--- src/inc/efc_defines.svh ---
/*
 * Constants of the embedded FIFO flag control block: register offsets,
 * status bit positions, reset values and structural limits.
 * Assumes it is included by bare name wherever a constant is needed.
 */
`ifndef EFC_DEFINES_SVH
`define EFC_DEFINES_SVH

// Register port offsets (word index on the plain register port)
`define EFC_REG_STATUS 4'h0
`define EFC_REG_MASK 4'h1
`define EFC_REG_FILL 4'h2
`define EFC_REG_FLAGS 4'h3
`define EFC_REG_ADDR_W 4

// Status and mask bit positions
`define EFC_EV_WR_REFUSED 0
`define EFC_EV_RD_REFUSED 1
`define EFC_EV_WR_PAR 2
`define EFC_EV_RD_PAR 3
`define EFC_EV_FULL 4
`define EFC_EV_EMPTY 5
`define EFC_EV_W 6

// Reset values
`define EFC_MASK_RST 6'h00
`define EFC_WORD_RST 9'h000

// Word layout
`define EFC_WORD_W 9
`define EFC_PAR_BIT 8
`define EFC_LEVEL_W 8
`define EFC_DSEL_W 3

// Depths above this use the shifted threshold count
`define EFC_THR_FINE_MAX 256

// Default storage address width, 2**8 words
`define EFC_MEM_AW 8

`endif

--- src/inc/efc_pkg.sv ---
/*
 * Types of the embedded FIFO flag control block.
 * Assumes efc_defines.svh is on the include path.
 */
`default_nettype none

package efc_pkg;

	// Read-cycle tracker: open while a read strobe that was accepted is held low
	typedef enum logic [1:0] {
		EFC_RD_IDLE = 2'b01,
		EFC_RD_OPEN = 2'b10
	} efc_rd_state_t;

endpackage : efc_pkg

`default_nettype wire

--- src/verilog/efc_fifo.sv ---
/*
 * Embedded FIFO cell with full, empty and threshold flags, selectable
 * depth, nine-bit parity and an active-low pointer reset, plus a small
 * register port carrying sticky events, a mask and the fill level.
 * Assumes one system clock; the write and read side clocks, strobes and
 * all other cell pins except nrst_i and the register port arrive asynchronously and are sampled in here.
 */
`default_nettype none
`include "efc_defines.svh"

// Functional notes
// - Writes are ignored while full; contents and write pointer stay put.
// - Reads are ignored while empty; read pointer and read side stay put.
// - Pointer reset sets empty, clears counters, zeroes read word and parity error outputs, keeps memory.
// - Read happens only with read select and read pulse both low.
// - Write happens only with write select and write pulse both low.
// - Word is nine bits; with generation on, the top bit is made here.
// - Parity is odd when the sense input is high, even when low.
// - Separate active-high parity error outputs for read and write sides.
// - Equal flag at fill equal to threshold; at-or-above flag at fill >= threshold.
// - Three-bit depth select gives a capacity of two to the select plus one.
// - Threshold stays eight bits; FIFOs deeper than 256 words offset the threshold by one word.
// - At 256 deep, the most the three-bit select gives, the equal flag fires at threshold words.
// - A write to the word being read refreshes the read output.
// - Write side follows the write clock, read side the read clock.
module efc_fifo #(
	parameter int MEM_AW = `EFC_MEM_AW
) (
	input wire logic clk_i,
	input wire logic nrst_i,
	input wire logic wr_side_clock_i,
	input wire logic rd_side_clock_i,
	input wire logic wr_block_sel_n_i,
	input wire logic wr_pulse_n_i,
	input wire logic rd_block_sel_n_i,
	input wire logic rd_pulse_n_i,
	input wire logic ptr_reset_n_i,
	input wire logic [`EFC_WORD_W-1:0] write_word_i,
	input wire logic [`EFC_LEVEL_W-1:0] threshold_level_i,
	input wire logic [`EFC_DSEL_W-1:0] depth_log_sel_i,
	input wire logic odd_parity_sel_i,
	input wire logic parity_gen_en_i,
	input wire logic [`EFC_REG_ADDR_W-1:0] reg_addr_i,
	input wire logic [31:0] reg_wdata_i,
	input wire logic reg_wr_i,
	input wire logic reg_rd_i,
	output logic [31:0] reg_rdata_o,
	output logic irq_o,
	output logic [`EFC_WORD_W-1:0] read_word_o,
	output logic full_o,
	output logic empty_o,
	output logic at_threshold_flag_o,
	output logic above_or_at_threshold_flag_o,
	output logic rd_parity_err_o,
	output logic wr_parity_err_o
);

	localparam int CW = MEM_AW + 1;
	localparam int MEM_WORDS = 1 << MEM_AW;
	localparam int PIN_W = 7 + `EFC_WORD_W + `EFC_LEVEL_W + `EFC_DSEL_W + 2;
	// Idle pin levels: side clocks and data low, strobes, selects and reset high.
	// A side clock reset high would show a false rising edge after reset.
	localparam logic [PIN_W-1:0] PIN_RST = {2'b00, 5'b11111, {(PIN_W - 7) {1'b0}}};

	// Synchronised pins
	logic [PIN_W-1:0] pin_q;
	logic wr_clk_q;
	logic rd_clk_q;
	logic wr_sel_n_q;
	logic wr_pulse_n_q;
	logic rd_sel_n_q;
	logic rd_pulse_n_q;
	logic ptr_reset_n_q;
	logic [`EFC_WORD_W-1:0] word_q;
	logic [`EFC_LEVEL_W-1:0] level_q;
	logic [`EFC_DSEL_W-1:0] dsel_q;
	logic odd_q;
	logic gen_q;

	// Core state
	logic wr_clk_d_reg;
	logic rd_clk_d_reg;
	logic wr_pulse_d_reg;
	logic armed_reg;
	logic [MEM_AW-1:0] wr_ptr_reg;
	logic [MEM_AW-1:0] rd_ptr_reg;
	logic [MEM_AW-1:0] rd_loc_reg;
	logic [CW-1:0] count_reg;
	logic [CW-1:0] count_next;
	logic [`EFC_WORD_W-1:0] mem [MEM_WORDS];
	efc_pkg::efc_rd_state_t rd_state_reg;

	// Register port state
	logic [`EFC_EV_W-1:0] status_reg;
	logic [`EFC_EV_W-1:0] status_next;
	logic [`EFC_EV_W-1:0] mask_reg;
	logic [`EFC_EV_W-1:0] events;

	// Combinational terms
	logic ptr_rst;
	logic wr_edge;
	logic rd_edge;
	logic wr_try;
	logic rd_try;
	logic wr_go;
	logic rd_go;
	logic [CW-1:0] depth_words;
	logic [MEM_AW-1:0] ptr_mask;
	logic [CW-1:0] thr_words;
	logic [`EFC_WORD_W-1:0] stored_word;
	logic [`EFC_WORD_W-1:0] read_src;
	logic wr_gen_bit;
	logic wr_par_bad;
	logic rd_gen_unused;
	logic rd_par_bad;
	logic refresh_hit;
	logic full_next;
	logic empty_next;

	efc_sync #(
		.W(PIN_W),
		.RST_VAL(PIN_RST)
	) u_pin_sync (
		.clk_i(clk_i),
		.nrst_i(nrst_i),
		.d_i({wr_side_clock_i, rd_side_clock_i, wr_block_sel_n_i, wr_pulse_n_i,
			rd_block_sel_n_i, rd_pulse_n_i, ptr_reset_n_i, write_word_i,
			threshold_level_i, depth_log_sel_i, odd_parity_sel_i, parity_gen_en_i}),
		.q_o(pin_q)
	);

	assign {wr_clk_q, rd_clk_q, wr_sel_n_q, wr_pulse_n_q, rd_sel_n_q, rd_pulse_n_q,
		ptr_reset_n_q, word_q, level_q, dsel_q, odd_q, gen_q} = pin_q;

	// Capacity 2**(sel+1), held to what the storage can hold
	function automatic logic [CW-1:0] depth_of(input logic [`EFC_DSEL_W-1:0] sel);
		int lg;
		lg = int'(sel) + 1;
		if (lg > MEM_AW) begin
			lg = MEM_AW;
		end
		return CW'(1) << lg;
	endfunction : depth_of

	assign ptr_rst = ~ptr_reset_n_q;
	assign depth_words = depth_of(dsel_q);
	assign ptr_mask = MEM_AW'(depth_words - CW'(1));

	// Side clocks only act on their own rising edges
	assign wr_edge = wr_clk_q & ~wr_clk_d_reg;
	assign rd_edge = rd_clk_q & ~rd_clk_d_reg;
	assign wr_try = wr_edge & ~wr_sel_n_q & ~wr_pulse_n_q;
	assign rd_try = rd_edge & ~rd_sel_n_q & ~rd_pulse_n_q;
	// Flags are registered alongside the count, so gating sees the same state
	assign wr_go = wr_try & ~full_o & armed_reg & ~ptr_rst;
	assign rd_go = rd_try & ~empty_o & ~ptr_rst;

	efc_parity u_wr_par (
		.word_i(word_q),
		.odd_i(odd_q),
		.gen_bit_o(wr_gen_bit),
		.err_o(wr_par_bad)
	);

	assign stored_word = {gen_q ? wr_gen_bit : word_q[`EFC_PAR_BIT],
		word_q[`EFC_PAR_BIT-1:0]};

	// Storage is not touched by pointer reset
	always_ff @(posedge clk_i) begin
		if (wr_go) begin
			mem[wr_ptr_reg] <= stored_word;
		end
	end

	always_ff @(posedge clk_i) begin
		if (!nrst_i) begin
			wr_clk_d_reg <= 1'b0;
			rd_clk_d_reg <= 1'b0;
			wr_pulse_d_reg <= 1'b1;
		end else begin
			wr_clk_d_reg <= wr_clk_q;
			rd_clk_d_reg <= rd_clk_q;
			wr_pulse_d_reg <= wr_pulse_n_q;
		end
	end

	// A write pulse held low across pointer reset would otherwise slip in
	always_ff @(posedge clk_i) begin
		if (!nrst_i) begin
			armed_reg <= 1'b0;
		end else if (ptr_rst) begin
			armed_reg <= 1'b0;
		end else if (wr_pulse_d_reg && !wr_pulse_n_q) begin
			armed_reg <= 1'b1;
		end
	end

	always_ff @(posedge clk_i) begin
		if (!nrst_i || ptr_rst) begin
			wr_ptr_reg <= '0;
		end else if (wr_go) begin
			wr_ptr_reg <= (wr_ptr_reg + MEM_AW'(1)) & ptr_mask;
		end
	end

	always_ff @(posedge clk_i) begin
		if (!nrst_i || ptr_rst) begin
			rd_ptr_reg <= '0;
		end else if (rd_go) begin
			rd_ptr_reg <= (rd_ptr_reg + MEM_AW'(1)) & ptr_mask;
		end
	end

	always_comb begin
		count_next = count_reg;
		if (ptr_rst) begin
			count_next = '0;
		end else if (wr_go && !rd_go) begin
			count_next = count_reg + CW'(1);
		end else if (rd_go && !wr_go) begin
			count_next = count_reg - CW'(1);
		end
	end

	always_ff @(posedge clk_i) begin
		if (!nrst_i) begin
			count_reg <= '0;
		end else begin
			count_reg <= count_next;
		end
	end

	// The eight-bit level counts from one only on depths above 256 words
	assign thr_words = (depth_words > CW'(`EFC_THR_FINE_MAX)) ?
		CW'(level_q) + CW'(1) : CW'(level_q);
	assign full_next = (count_next >= depth_words);
	assign empty_next = (count_next == '0);

	always_ff @(posedge clk_i) begin
		if (!nrst_i) begin
			full_o <= 1'b0;
			empty_o <= 1'b1;
			at_threshold_flag_o <= 1'b0;
			above_or_at_threshold_flag_o <= 1'b0;
		end else begin
			full_o <= full_next;
			empty_o <= empty_next;
			at_threshold_flag_o <= (count_next == thr_words);
			above_or_at_threshold_flag_o <= (count_next >= thr_words);
		end
	end

	// Read cycle stays open while the accepted strobe is still low
	always_ff @(posedge clk_i) begin
		if (!nrst_i || ptr_rst) begin
			rd_state_reg <= efc_pkg::EFC_RD_IDLE;
		end else begin
			unique case (rd_state_reg)
				efc_pkg::EFC_RD_IDLE: begin
					if (rd_go) begin
						rd_state_reg <= efc_pkg::EFC_RD_OPEN;
					end
				end
				efc_pkg::EFC_RD_OPEN: begin
					if (rd_pulse_n_q || rd_sel_n_q) begin
						rd_state_reg <= efc_pkg::EFC_RD_IDLE;
					end
				end
			endcase
		end
	end

	always_ff @(posedge clk_i) begin
		if (!nrst_i || ptr_rst) begin
			rd_loc_reg <= '0;
		end else if (rd_go) begin
			rd_loc_reg <= rd_ptr_reg;
		end
	end

	// A new pop takes priority over refreshing the word already shown
	assign refresh_hit = (rd_state_reg == efc_pkg::EFC_RD_OPEN) && wr_go &&
		(wr_ptr_reg == rd_loc_reg) && !rd_go;
	assign read_src = refresh_hit ? stored_word : mem[rd_ptr_reg];

	efc_parity u_rd_par (
		.word_i(read_src),
		.odd_i(odd_q),
		.gen_bit_o(rd_gen_unused),
		.err_o(rd_par_bad)
	);

	always_ff @(posedge clk_i) begin
		if (!nrst_i || ptr_rst) begin
			read_word_o <= `EFC_WORD_RST;
			rd_parity_err_o <= 1'b0;
		end else if (rd_go || refresh_hit) begin
			read_word_o <= read_src;
			rd_parity_err_o <= rd_par_bad;
		end
	end

	// With generation on, the write check has nothing to compare against
	always_ff @(posedge clk_i) begin
		if (!nrst_i || ptr_rst) begin
			wr_parity_err_o <= 1'b0;
		end else if (wr_go) begin
			wr_parity_err_o <= wr_par_bad & ~gen_q;
		end
	end

	always_comb begin
		events = '0;
		events[`EFC_EV_WR_REFUSED] = wr_try & ~wr_go;
		events[`EFC_EV_RD_REFUSED] = rd_try & ~rd_go;
		events[`EFC_EV_WR_PAR] = wr_go & wr_par_bad & ~gen_q;
		events[`EFC_EV_RD_PAR] = (rd_go | refresh_hit) & rd_par_bad;
		events[`EFC_EV_FULL] = full_next & ~full_o;
		events[`EFC_EV_EMPTY] = empty_next & ~empty_o;
	end

	// Read of status clears it, but an event in that same cycle survives
	always_comb begin
		status_next = status_reg;
		if (reg_rd_i && reg_addr_i == `EFC_REG_STATUS) begin
			status_next = '0;
		end
		status_next = status_next | events;
	end

	always_ff @(posedge clk_i) begin
		if (!nrst_i) begin
			status_reg <= '0;
		end else begin
			status_reg <= status_next;
		end
	end

	always_ff @(posedge clk_i) begin
		if (!nrst_i) begin
			mask_reg <= `EFC_MASK_RST;
		end else if (reg_wr_i && reg_addr_i == `EFC_REG_MASK) begin
			mask_reg <= reg_wdata_i[`EFC_EV_W-1:0];
		end
	end

	always_ff @(posedge clk_i) begin
		if (!nrst_i) begin
			irq_o <= 1'b0;
		end else begin
			irq_o <= |(status_next & mask_reg);
		end
	end

	always_ff @(posedge clk_i) begin
		if (!nrst_i) begin
			reg_rdata_o <= '0;
		end else if (reg_rd_i) begin
			unique case (reg_addr_i)
				`EFC_REG_STATUS: reg_rdata_o <= 32'(status_reg);
				`EFC_REG_MASK: reg_rdata_o <= 32'(mask_reg);
				`EFC_REG_FILL: reg_rdata_o <= 32'(count_reg);
				`EFC_REG_FLAGS: reg_rdata_o <= 32'({above_or_at_threshold_flag_o,
					at_threshold_flag_o, full_o, empty_o});
				default: reg_rdata_o <= '0;
			endcase
		end else begin
			reg_rdata_o <= '0;
		end
	end

endmodule : efc_fifo

`default_nettype wire

--- src/verilog/efc_sync.sv ---
/*
 * Three-stage synchroniser for a bus of pin inputs.
 * Assumes each bit is an independent level; an output bit changes only
 * once the second and third stages agree.
 */
`default_nettype none

module efc_sync #(
	parameter int W = 1,
	parameter logic [W-1:0] RST_VAL = '0
) (
	input wire logic clk_i,
	input wire logic nrst_i,
	input wire logic [W-1:0] d_i,
	output logic [W-1:0] q_o
);

	logic [W-1:0] s1_reg;
	logic [W-1:0] s2_reg;
	logic [W-1:0] s3_reg;

	always_ff @(posedge clk_i) begin
		if (!nrst_i) begin
			s1_reg <= RST_VAL;
			s2_reg <= RST_VAL;
			s3_reg <= RST_VAL;
		end else begin
			s1_reg <= d_i;
			s2_reg <= s1_reg;
			s3_reg <= s2_reg;
		end
	end

	genvar i;
	generate
		for (i = 0; i < W; i++) begin : g_bit
			always_ff @(posedge clk_i) begin
				if (!nrst_i) begin
					q_o[i] <= RST_VAL[i];
				end else if (s2_reg[i] == s3_reg[i]) begin
					q_o[i] <= s3_reg[i];
				end
			end
		end
	endgenerate

endmodule : efc_sync

`default_nettype wire

--- src/verilog/efc_parity.sv ---
/*
 * Parity generator and checker for one nine-bit word.
 * Assumes the caller registers the outputs it needs.
 */
`default_nettype none
`include "efc_defines.svh"

module efc_parity (
	input wire logic [`EFC_WORD_W-1:0] word_i,
	input wire logic odd_i,
	output logic gen_bit_o,
	output logic err_o
);

	// Odd sense: the nine bits together must hold an odd count of ones
	assign gen_bit_o = (^word_i[`EFC_PAR_BIT-1:0]) ^ odd_i;
	assign err_o = (^word_i) ^ odd_i;

endmodule : efc_parity

`default_nettype wire

--- config.mk ---
export PLATFORM = sky130hd
export DESIGN_NAME = efc_fifo
export DESIGN_NICKNAME = d
export VERILOG_FILES = /design/src/inc/efc_pkg.sv /design/src/verilog/efc_fifo.sv /design/src/verilog/efc_sync.sv /design/src/verilog/efc_parity.sv
export VERILOG_INCLUDE_DIRS = /design/src /design/src/inc
export SDC_FILE = /design/constraint.sdc
export NUM_CORES = 2
export LEC_CHECK = 0
export BUFFER_PORTS_ARGS = -buffer_cell sky130_fd_sc_hd__buf_2
export CAP_MARGIN = 20
export CORE_UTILIZATION = 55
export DETAILED_ROUTE_END_ITERATION = 16
export HOLD_SLACK_MARGIN = 0.05
export PLACE_DENSITY_LB_ADDON = 0.12
export SYNTH_ARGS = -nofsm -noshare
export SYNTH_HDL_FRONTEND = slang
export SYNTH_SLANG_ARGS = --single-unit
--- constraint.sdc ---
create_clock -name clk_i -period 15.7 [get_ports clk_i]
set_input_delay 0.785 -clock clk_i [delete_from_list [all_inputs] [get_ports clk_i]]
set_output_delay 0.785 -clock clk_i [all_outputs]
set_load 0.02 [all_outputs]
**Yosys cells after proc, flatten, opt, wreduce, memory -nomap -nowiden**

Memory sizes are Yosys's and may differ from the RTL's. A register that Yosys moved wholly into a read port is not among the register bits.
Index checks and enable logic that the tools add are counted.

- Bits of input ports: 69
- Bits in registers: 215
- Bits in writable memories: 2304
- Memories: 1
- Word-level logic and storage cells: 182
- Output and inout port bits: 48

- Mux-type cells: 16
- Equal/unequal tests: 38
- Magnitude comparators: 4
- Add/subtract/negate cells: 7
- Bitwise gates (word level): 39
- Reduce and logical (&&, ||, !) cells: 24
- Shift-type cells: 1

Memories:

| name | depth | bits a word | rd ports | clocked after memory_dff | write ports | line | source |
|---|---|---|---|---|---|---|---|
| mem | 256 | 9 | 1 | 1 | 1 | efc_fifo.sv:90 | `` logic [`EFC_WORD_W-1:0] mem [MEM_WORDS]; `` |

Operators by type and width:

| operator | number |
|---|---|
| $mux W9 | 5 |
| $pmux W9 S4 | 1 |
| $eq A1 B1 Y1 | 29 |
| $and A1 B1 Y1 | 19 |
| $ge A9 B9 Y1 | 2 |
| $reduce_xor A9 Y1 | 2 |
| $add A8 B1 Y8 const B | 2 |
| $and A8 B8 Y8 | 2 |
| $mux W8 | 2 |
| $not A1 Y1 | 12 |
| $add A8 B1 Y9 const B | 1 |
| $add A9 B1 Y9 const B | 1 |
| $eq A9 B9 Y1 | 1 |
| $gt A9 B9 Y1 const B | 1 |
| $logic_not A9 Y1 | 1 |
| $shl A1 B4 Y9 const A | 1 |
| $sub A9 B1 Y9 const B | 1 |
| $eq A4 B2 Y1 const B | 2 |
| $eq A8 B8 Y1 | 1 |
| $logic_and A1 B1 Y1 | 8 |
| $reduce_xor A8 Y1 | 1 |
| $sub A8 B1 Y8 const B | 1 |
| $and A6 B6 Y6 | 1 |
| $mux W6 | 1 |
| other kinds (18) | 31 |

**Depth between registers and ports, before layout**

- Word-level depth: 17
- Depth in mapped cells: 20
- Mapped depth without buffers: 17

**By module**

A second synthesis with hierarchy kept.

- Cell total of the unflattened synthesis: 5088
- Area total of the unflattened synthesis: 97223.2 um2

By module, submodules not included:

| module | sequential area each (um2) | cells each | area each (um2) | times used |
|---|---|---|---|---|
| efc_fifo | 70868.0 | 4770 | 93609.8 | 1 |
| efc_sync | 2322.2 | 302 | 3403.3 | 1 |
| efc_parity | 0.0 | 8 | 105.1 | 2 |

**Worst setup path before layout**

No wires, ideal clock.

- Path kind: register to register
- Start point: reg u_pin_sync.q_o[18]
- End point: reg irq_o
- Cell stages (with the launch flop): 12
- Required time: 15.581 ns
- Period minus slack after synthesis: 9.191 ns
- Buffers on the path: 0
- Arrival time: 9.073 ns
- Setup slack: 6.509 ns
- Setup time: 0.119 ns
- Path through: dfxtp_1 > xnor2_1 > xnor2_1 > xnor2_1 > xnor2_1 > mux2i_1 > inv_1 > a21boi_0 > xnor3_1 > xnor3_1 > a31oi_1 > o2bb2ai_1

- Longest elaborated chain between the ends: 10
- Elaborated cells between the ends (all ways): 14
- Those cells by class: mux: 2; bitwise: 8; reduce/logical: 4

RTL lines:

| item | line | source |
|---|---|---|
| start, declared | efc_sync.sv:15 | `output logic [W-1:0] q_o` |
| start signal, assigned by index | efc_sync.sv:39 | `q_o[i] <= RST_VAL[i];` |
| start signal, assigned by index | efc_sync.sv:41 | `q_o[i] <= s3_reg[i];` |
| $reduce_xor A8 Y1 | efc_parity.sv:16 | `` assign gen_bit_o = (^word_i[`EFC_PAR_BIT-1:0]) ^ odd_i; `` |
| $xor A1 B1 Y1 | efc_parity.sv:16 |  |
| $mux W1 | efc_fifo.sv:165 | `` assign stored_word = {gen_q ? wr_gen_bit : word_q[`EFC_PAR_BIT], `` |
| net stored_word[8] | efc_fifo.sv:110 | `` logic [`EFC_WORD_W-1:0] stored_word; `` |
| $mux W9 | efc_fifo.sv:284 | `assign read_src = refresh_hit ? stored_word : mem[rd_ptr_reg];` |
| $reduce_xor A9 Y1 | efc_parity.sv:17 | `assign err_o = (^word_i) ^ odd_i;` |
| $xor A1 B1 Y1 | efc_parity.sv:17 |  |
| $and A1 B1 Y1 | efc_fifo.sv:317 | `` events[`EFC_EV_RD_PAR] = (rd_go \| refresh_hit) & rd_par_bad; `` |
| $or A6 B6 Y6 | efc_fifo.sv:328 | `status_next = status_next \| events;` |
| $and A6 B6 Y6 | efc_fifo.sv:351 | `irq_o <= \|(status_next & mask_reg);` |
| $reduce_or A6 Y1 | efc_fifo.sv:351 |  |
| end signal, assigned | efc_fifo.sv:351 |  |
| end, declared | efc_fifo.sv:48 | `output logic irq_o,` |

The timed path passes the listed nets, and every way through them passes these cells.
A chain may end at the register's enable or synchronous reset.

==> metrics.md <==
| Metric | Value |
|---|---|
| Status | `finished, final reports clean` |
| Rows | `154` |
| Biggest area consumer among synthesized cells | `edfxtp_1` |
| Post-CTS Setup Repair Bufs | `0` |
| Area of the multi-input gates | `22600 um^2` |
| Hold-fix buffers, CTS | `4` |
| CP required | `16.46 ns` |
| Most frequent cells in the layout | `2304 x edfxtp_1, 537 x mux4_2, 370 x nor2_1, 244 x clkbuf_16, 228 x mux2i_1` |
| Worst r2r dst | `irq_o` |
| Max Fclk | `~140 MHz` |
| Top reg by flops | `mem` |
| Clock sinks | `2504` |
| Die Height | `between 400 and 500 um` |
| Setup TNS | `0 ns` |
| Measured slew at the worst slew-check pin | `1.22 ns` |
| Worst-path clk slew | `around 0.06 ns` |
| Syn Area/Cell | `between 15 and 20 um^2` |
| Die width | `approximately 420 um` |
| CTS H-tree lvls | `4` |
| Hold Path Depth | `2` |
| Core Box Area | `~180000 um^2` |
| Metal2 WL | `118000 um` |
| Clk_skew | `0.0231 ns` |
| Period utilization | `45.8%` |
| Area occupied by registers | `about 73000 um^2` |
| Final setup vio count | `0` |
| Number of DRC markers in iteration 0 | `6880` |
| Tot GR Track Use | `28.5%` |
| Mapped Cells | `4990` |
| Setup crit end kind | `flip-flop` |
| FILL cells | `12500` |
| Die area | `179000 um^2` |
| Worst path arrival time | `7.95 ns` |
| Cts bufs inserted | `239` |
| Number of synthesized flops with an enable pin | `around 2300` |
| Register area share after synthesis | `75.0%` |
| RSZ-0062 raised after global routing | `no` |
| Final HPWL DP | `153000 um` |
| R2r worst-path depth | `15` |
| IO Pins | `117` |
| Clock buffer depth | `3` |
| Ys flop type | `edfxtp_1` |
| Min-delay worst type | `input port to flip-flop` |
| Fin util | `about three fifths` |
| P_sw | `approximately 2.5 mW` |
| CP Launch Type | `flip-flop` |
| RePlAce Congestion | `0.852` |
| GRT overflow | `0` |
| Worst vdd ir | `around 0.00013 V` |
| Avg WL per Cell | `roughly 33 um` |
| Worst min-delay path startpoint | `rd_block_sel_n_i` |
| Fin nets | `5235` |
| Initial antenna violation count | `8` |
| CTS tree | `built` |
| Vias/cell | `6.52` |
| Synth area leaders | `edfxtp_1 71%, mux4_2 12%, dfxtp_1 4.1%` |
| Clk Latency, worst-skew pair | `slightly below 0.9 ns` |
| Post-synth cell types | `77` |
| First-pass detailed-route iteration total | `5` |
| Top Metal Used | `met5` |
| Met3 wire len | `24200 um` |
| Routed metal-1 wirelength | `104000 um` |
| Final ANT Viol Nets | `0` |
| Hold EP | `u_pin_sync.s1_reg[24]` |
| Cell area power density | `118 nW/um^2` |
| Initial core utilization | `55.4%` |
| WHS | `0.109 ns` |
| Max reg flops | `around 2300` |
| Combinational Power Share | `0.4%` |
| Yosys top cell area share | `a little under three quarters` |
| Design Area, Final | `108000 um^2` |
| Share of flip-flops with an asynchronous set or reset | `0%` |
| Layout cells sized above 1 | `20.7%` |
| CTS root buffer | `clkbuf_16` |
| Via Count | `50156` |
| Max Slew Vio Count | `0` |
| Critical path fanouts, max | `110` |
| Register-to-register setup slack | `8.50 ns` |
| Synth Cell Area | `97600 um^2` |
| Final min period | `between 7 and 8 ns` |
| Largest net degree at the start of global routing | `between 200 and 250` |
| FF+latch count, synth | `between 2000 and 3000` |
| Int Pwr | `10.2 mW` |
| Ys Warns | `0` |
| Hold Vio Cnt, Final | `0` |
| Post-cts sizing count | `0` |
| Via count of the first global-routing pass | `48496` |
| Lkg Pwr | `approximately 33 nW` |
| Part of the power in registers | `a little under three fifths` |
| Path type of the worst setup path | `flip-flop to flip-flop` |
| Maximum capacitance violations | `0` |
| Rel. slew slack | `18.4%` |
| Switching Share | `19.6%` |
| Port bufs | `67` |
| Layout area overhead | `10.5%` |
| Dpl cell area | `100000 um^2` |
| Proportion of power drawn by the clock network | `43.1%` |
| # DRC | `0` |
| First-pass GRT wire length | `361000 um` |
| Commonest non-fill, non-tap cell in the layout | `edfxtp_1` |
| Routed WL | `253000 um` |
-- Yosys cell counts, types with 7 or more instances --
library cell  count
a211oi_1         20
a21oi_1         103
a221o_1          10
a221oi_1         64
a22oi_1          48
a31oi_1          14
and2_1           91
and3_1            9
buf_1            15
buf_2            67
buf_4            78
buf_6            25
clkbuf_1        114
dfxtp_1         200
edfxtp_1       2304
ha_1             22
inv_1            23
mux2_2           14
mux2i_1         228
mux4_1           12
mux4_2          537
nand2_1         149
nand2b_1         30
nand3_1          79
nand4_1          25
nor2_1          372
nor2b_1          24
nor3_1           26
nor4_1            8
o211ai_1         10
o21ai_0          80
o22ai_1          28
o31ai_1           7
or3_1             7
xnor2_1          22
xor2_1           18
-- worst max-delay path, cell delays in order, from the launching register on --
cell and delay (ns):
dfxtp_4 0.81, buf_4 0.54, buf_4 0.53, buf_12 0.52, buf_4 0.71, mux4_2 0.40, mux2i_1 0.58, o21ai_0 0.36
nand2_1 0.14, o2111ai_1 0.25, nand3_1 0.42, a21boi_0 0.37, xnor3_1 0.38, xnor3_1 0.48, a31oi_1 0.21, o2bb2ai_1 0.09
-- per-layer routing --
layer	vias to the layer above	GRT usage, %
met2	2508	42.9
met5	-	0
met4	4	9.18
li1	20600	-
met1	26636	42.2
met3	408	5.77
-- power groups by stage --
stage	clock network, mW	logic (mW)	registers, mW
floorplan	0	0.0380	7.34
global placement	0	0.0548	7.33
detailed placement	0	0.0561	7.33
CTS	5.54	0.0571	7.19
global route	5.78	0.0634	7.19
finish	5.49	0.0569	7.19
-- final cells by class --
cell class | instances | area share (%)
Clock buffer | 314 | 5.95
Clock inverter | 128 | 0.898
Tap cell | 2340 | 2.72
Sequential cell | 2504 | 68.0
Antenna cell | 2 | 0.00464
Inverter | 25 | 0.0940
Multi-Input combinational cell | 2178 | 21.0
Timing Repair Buffer | 196 | 1.38
-- per-stage QoR --
| stage | instances | worst slack, ns | power [mW] |
|---|---|---|---|
| final | 7687 | 8.50 | 12.7 |
| after global routing | 7685 | 8.29 | 13.0 |
| after detailed placement | 7224 | 8.56 | 7.39 |
| after floorplan | 5012 | 6.51 | 7.38 |
| after CTS | 7670 | 8.57 | 12.8 |
| after global placement | 7215 | 8.55 | 7.39 |
-- worst max-delay path by stage --
stage,to,from,depth (start not counted)
after CTS,irq_o,flip-flop,15
after global routing,irq_o,flip-flop,15
after floorplan,irq_o,u_pin_sync.q_o[18],11
final,irq_o,flip-flop,15
after detailed placement,irq_o,flip-flop,15
after global placement,irq_o,flip-flop,15
-- kinds of logic (layout without fill, tap and decap cells) --
family | count (synthesis) | after routing | synth area share (%)
flip-flops | 2504 | 2504 | 75.0
buffers and inverters | 330 | 663 | 1.93
other | 2 | 26 | 0.00770
adder cells (fa/ha/maj) | 26 | 26 | 0.323
AND/OR/NAND/NOR | 847 | 847 | 4.00
multiplexers | 791 | 791 | 15.2
XOR/XNOR | 42 | 42 | 0.405
AO/OA/AOI/OAI | 448 | 448 | 3.11
(Power assumes the default switching activity.)
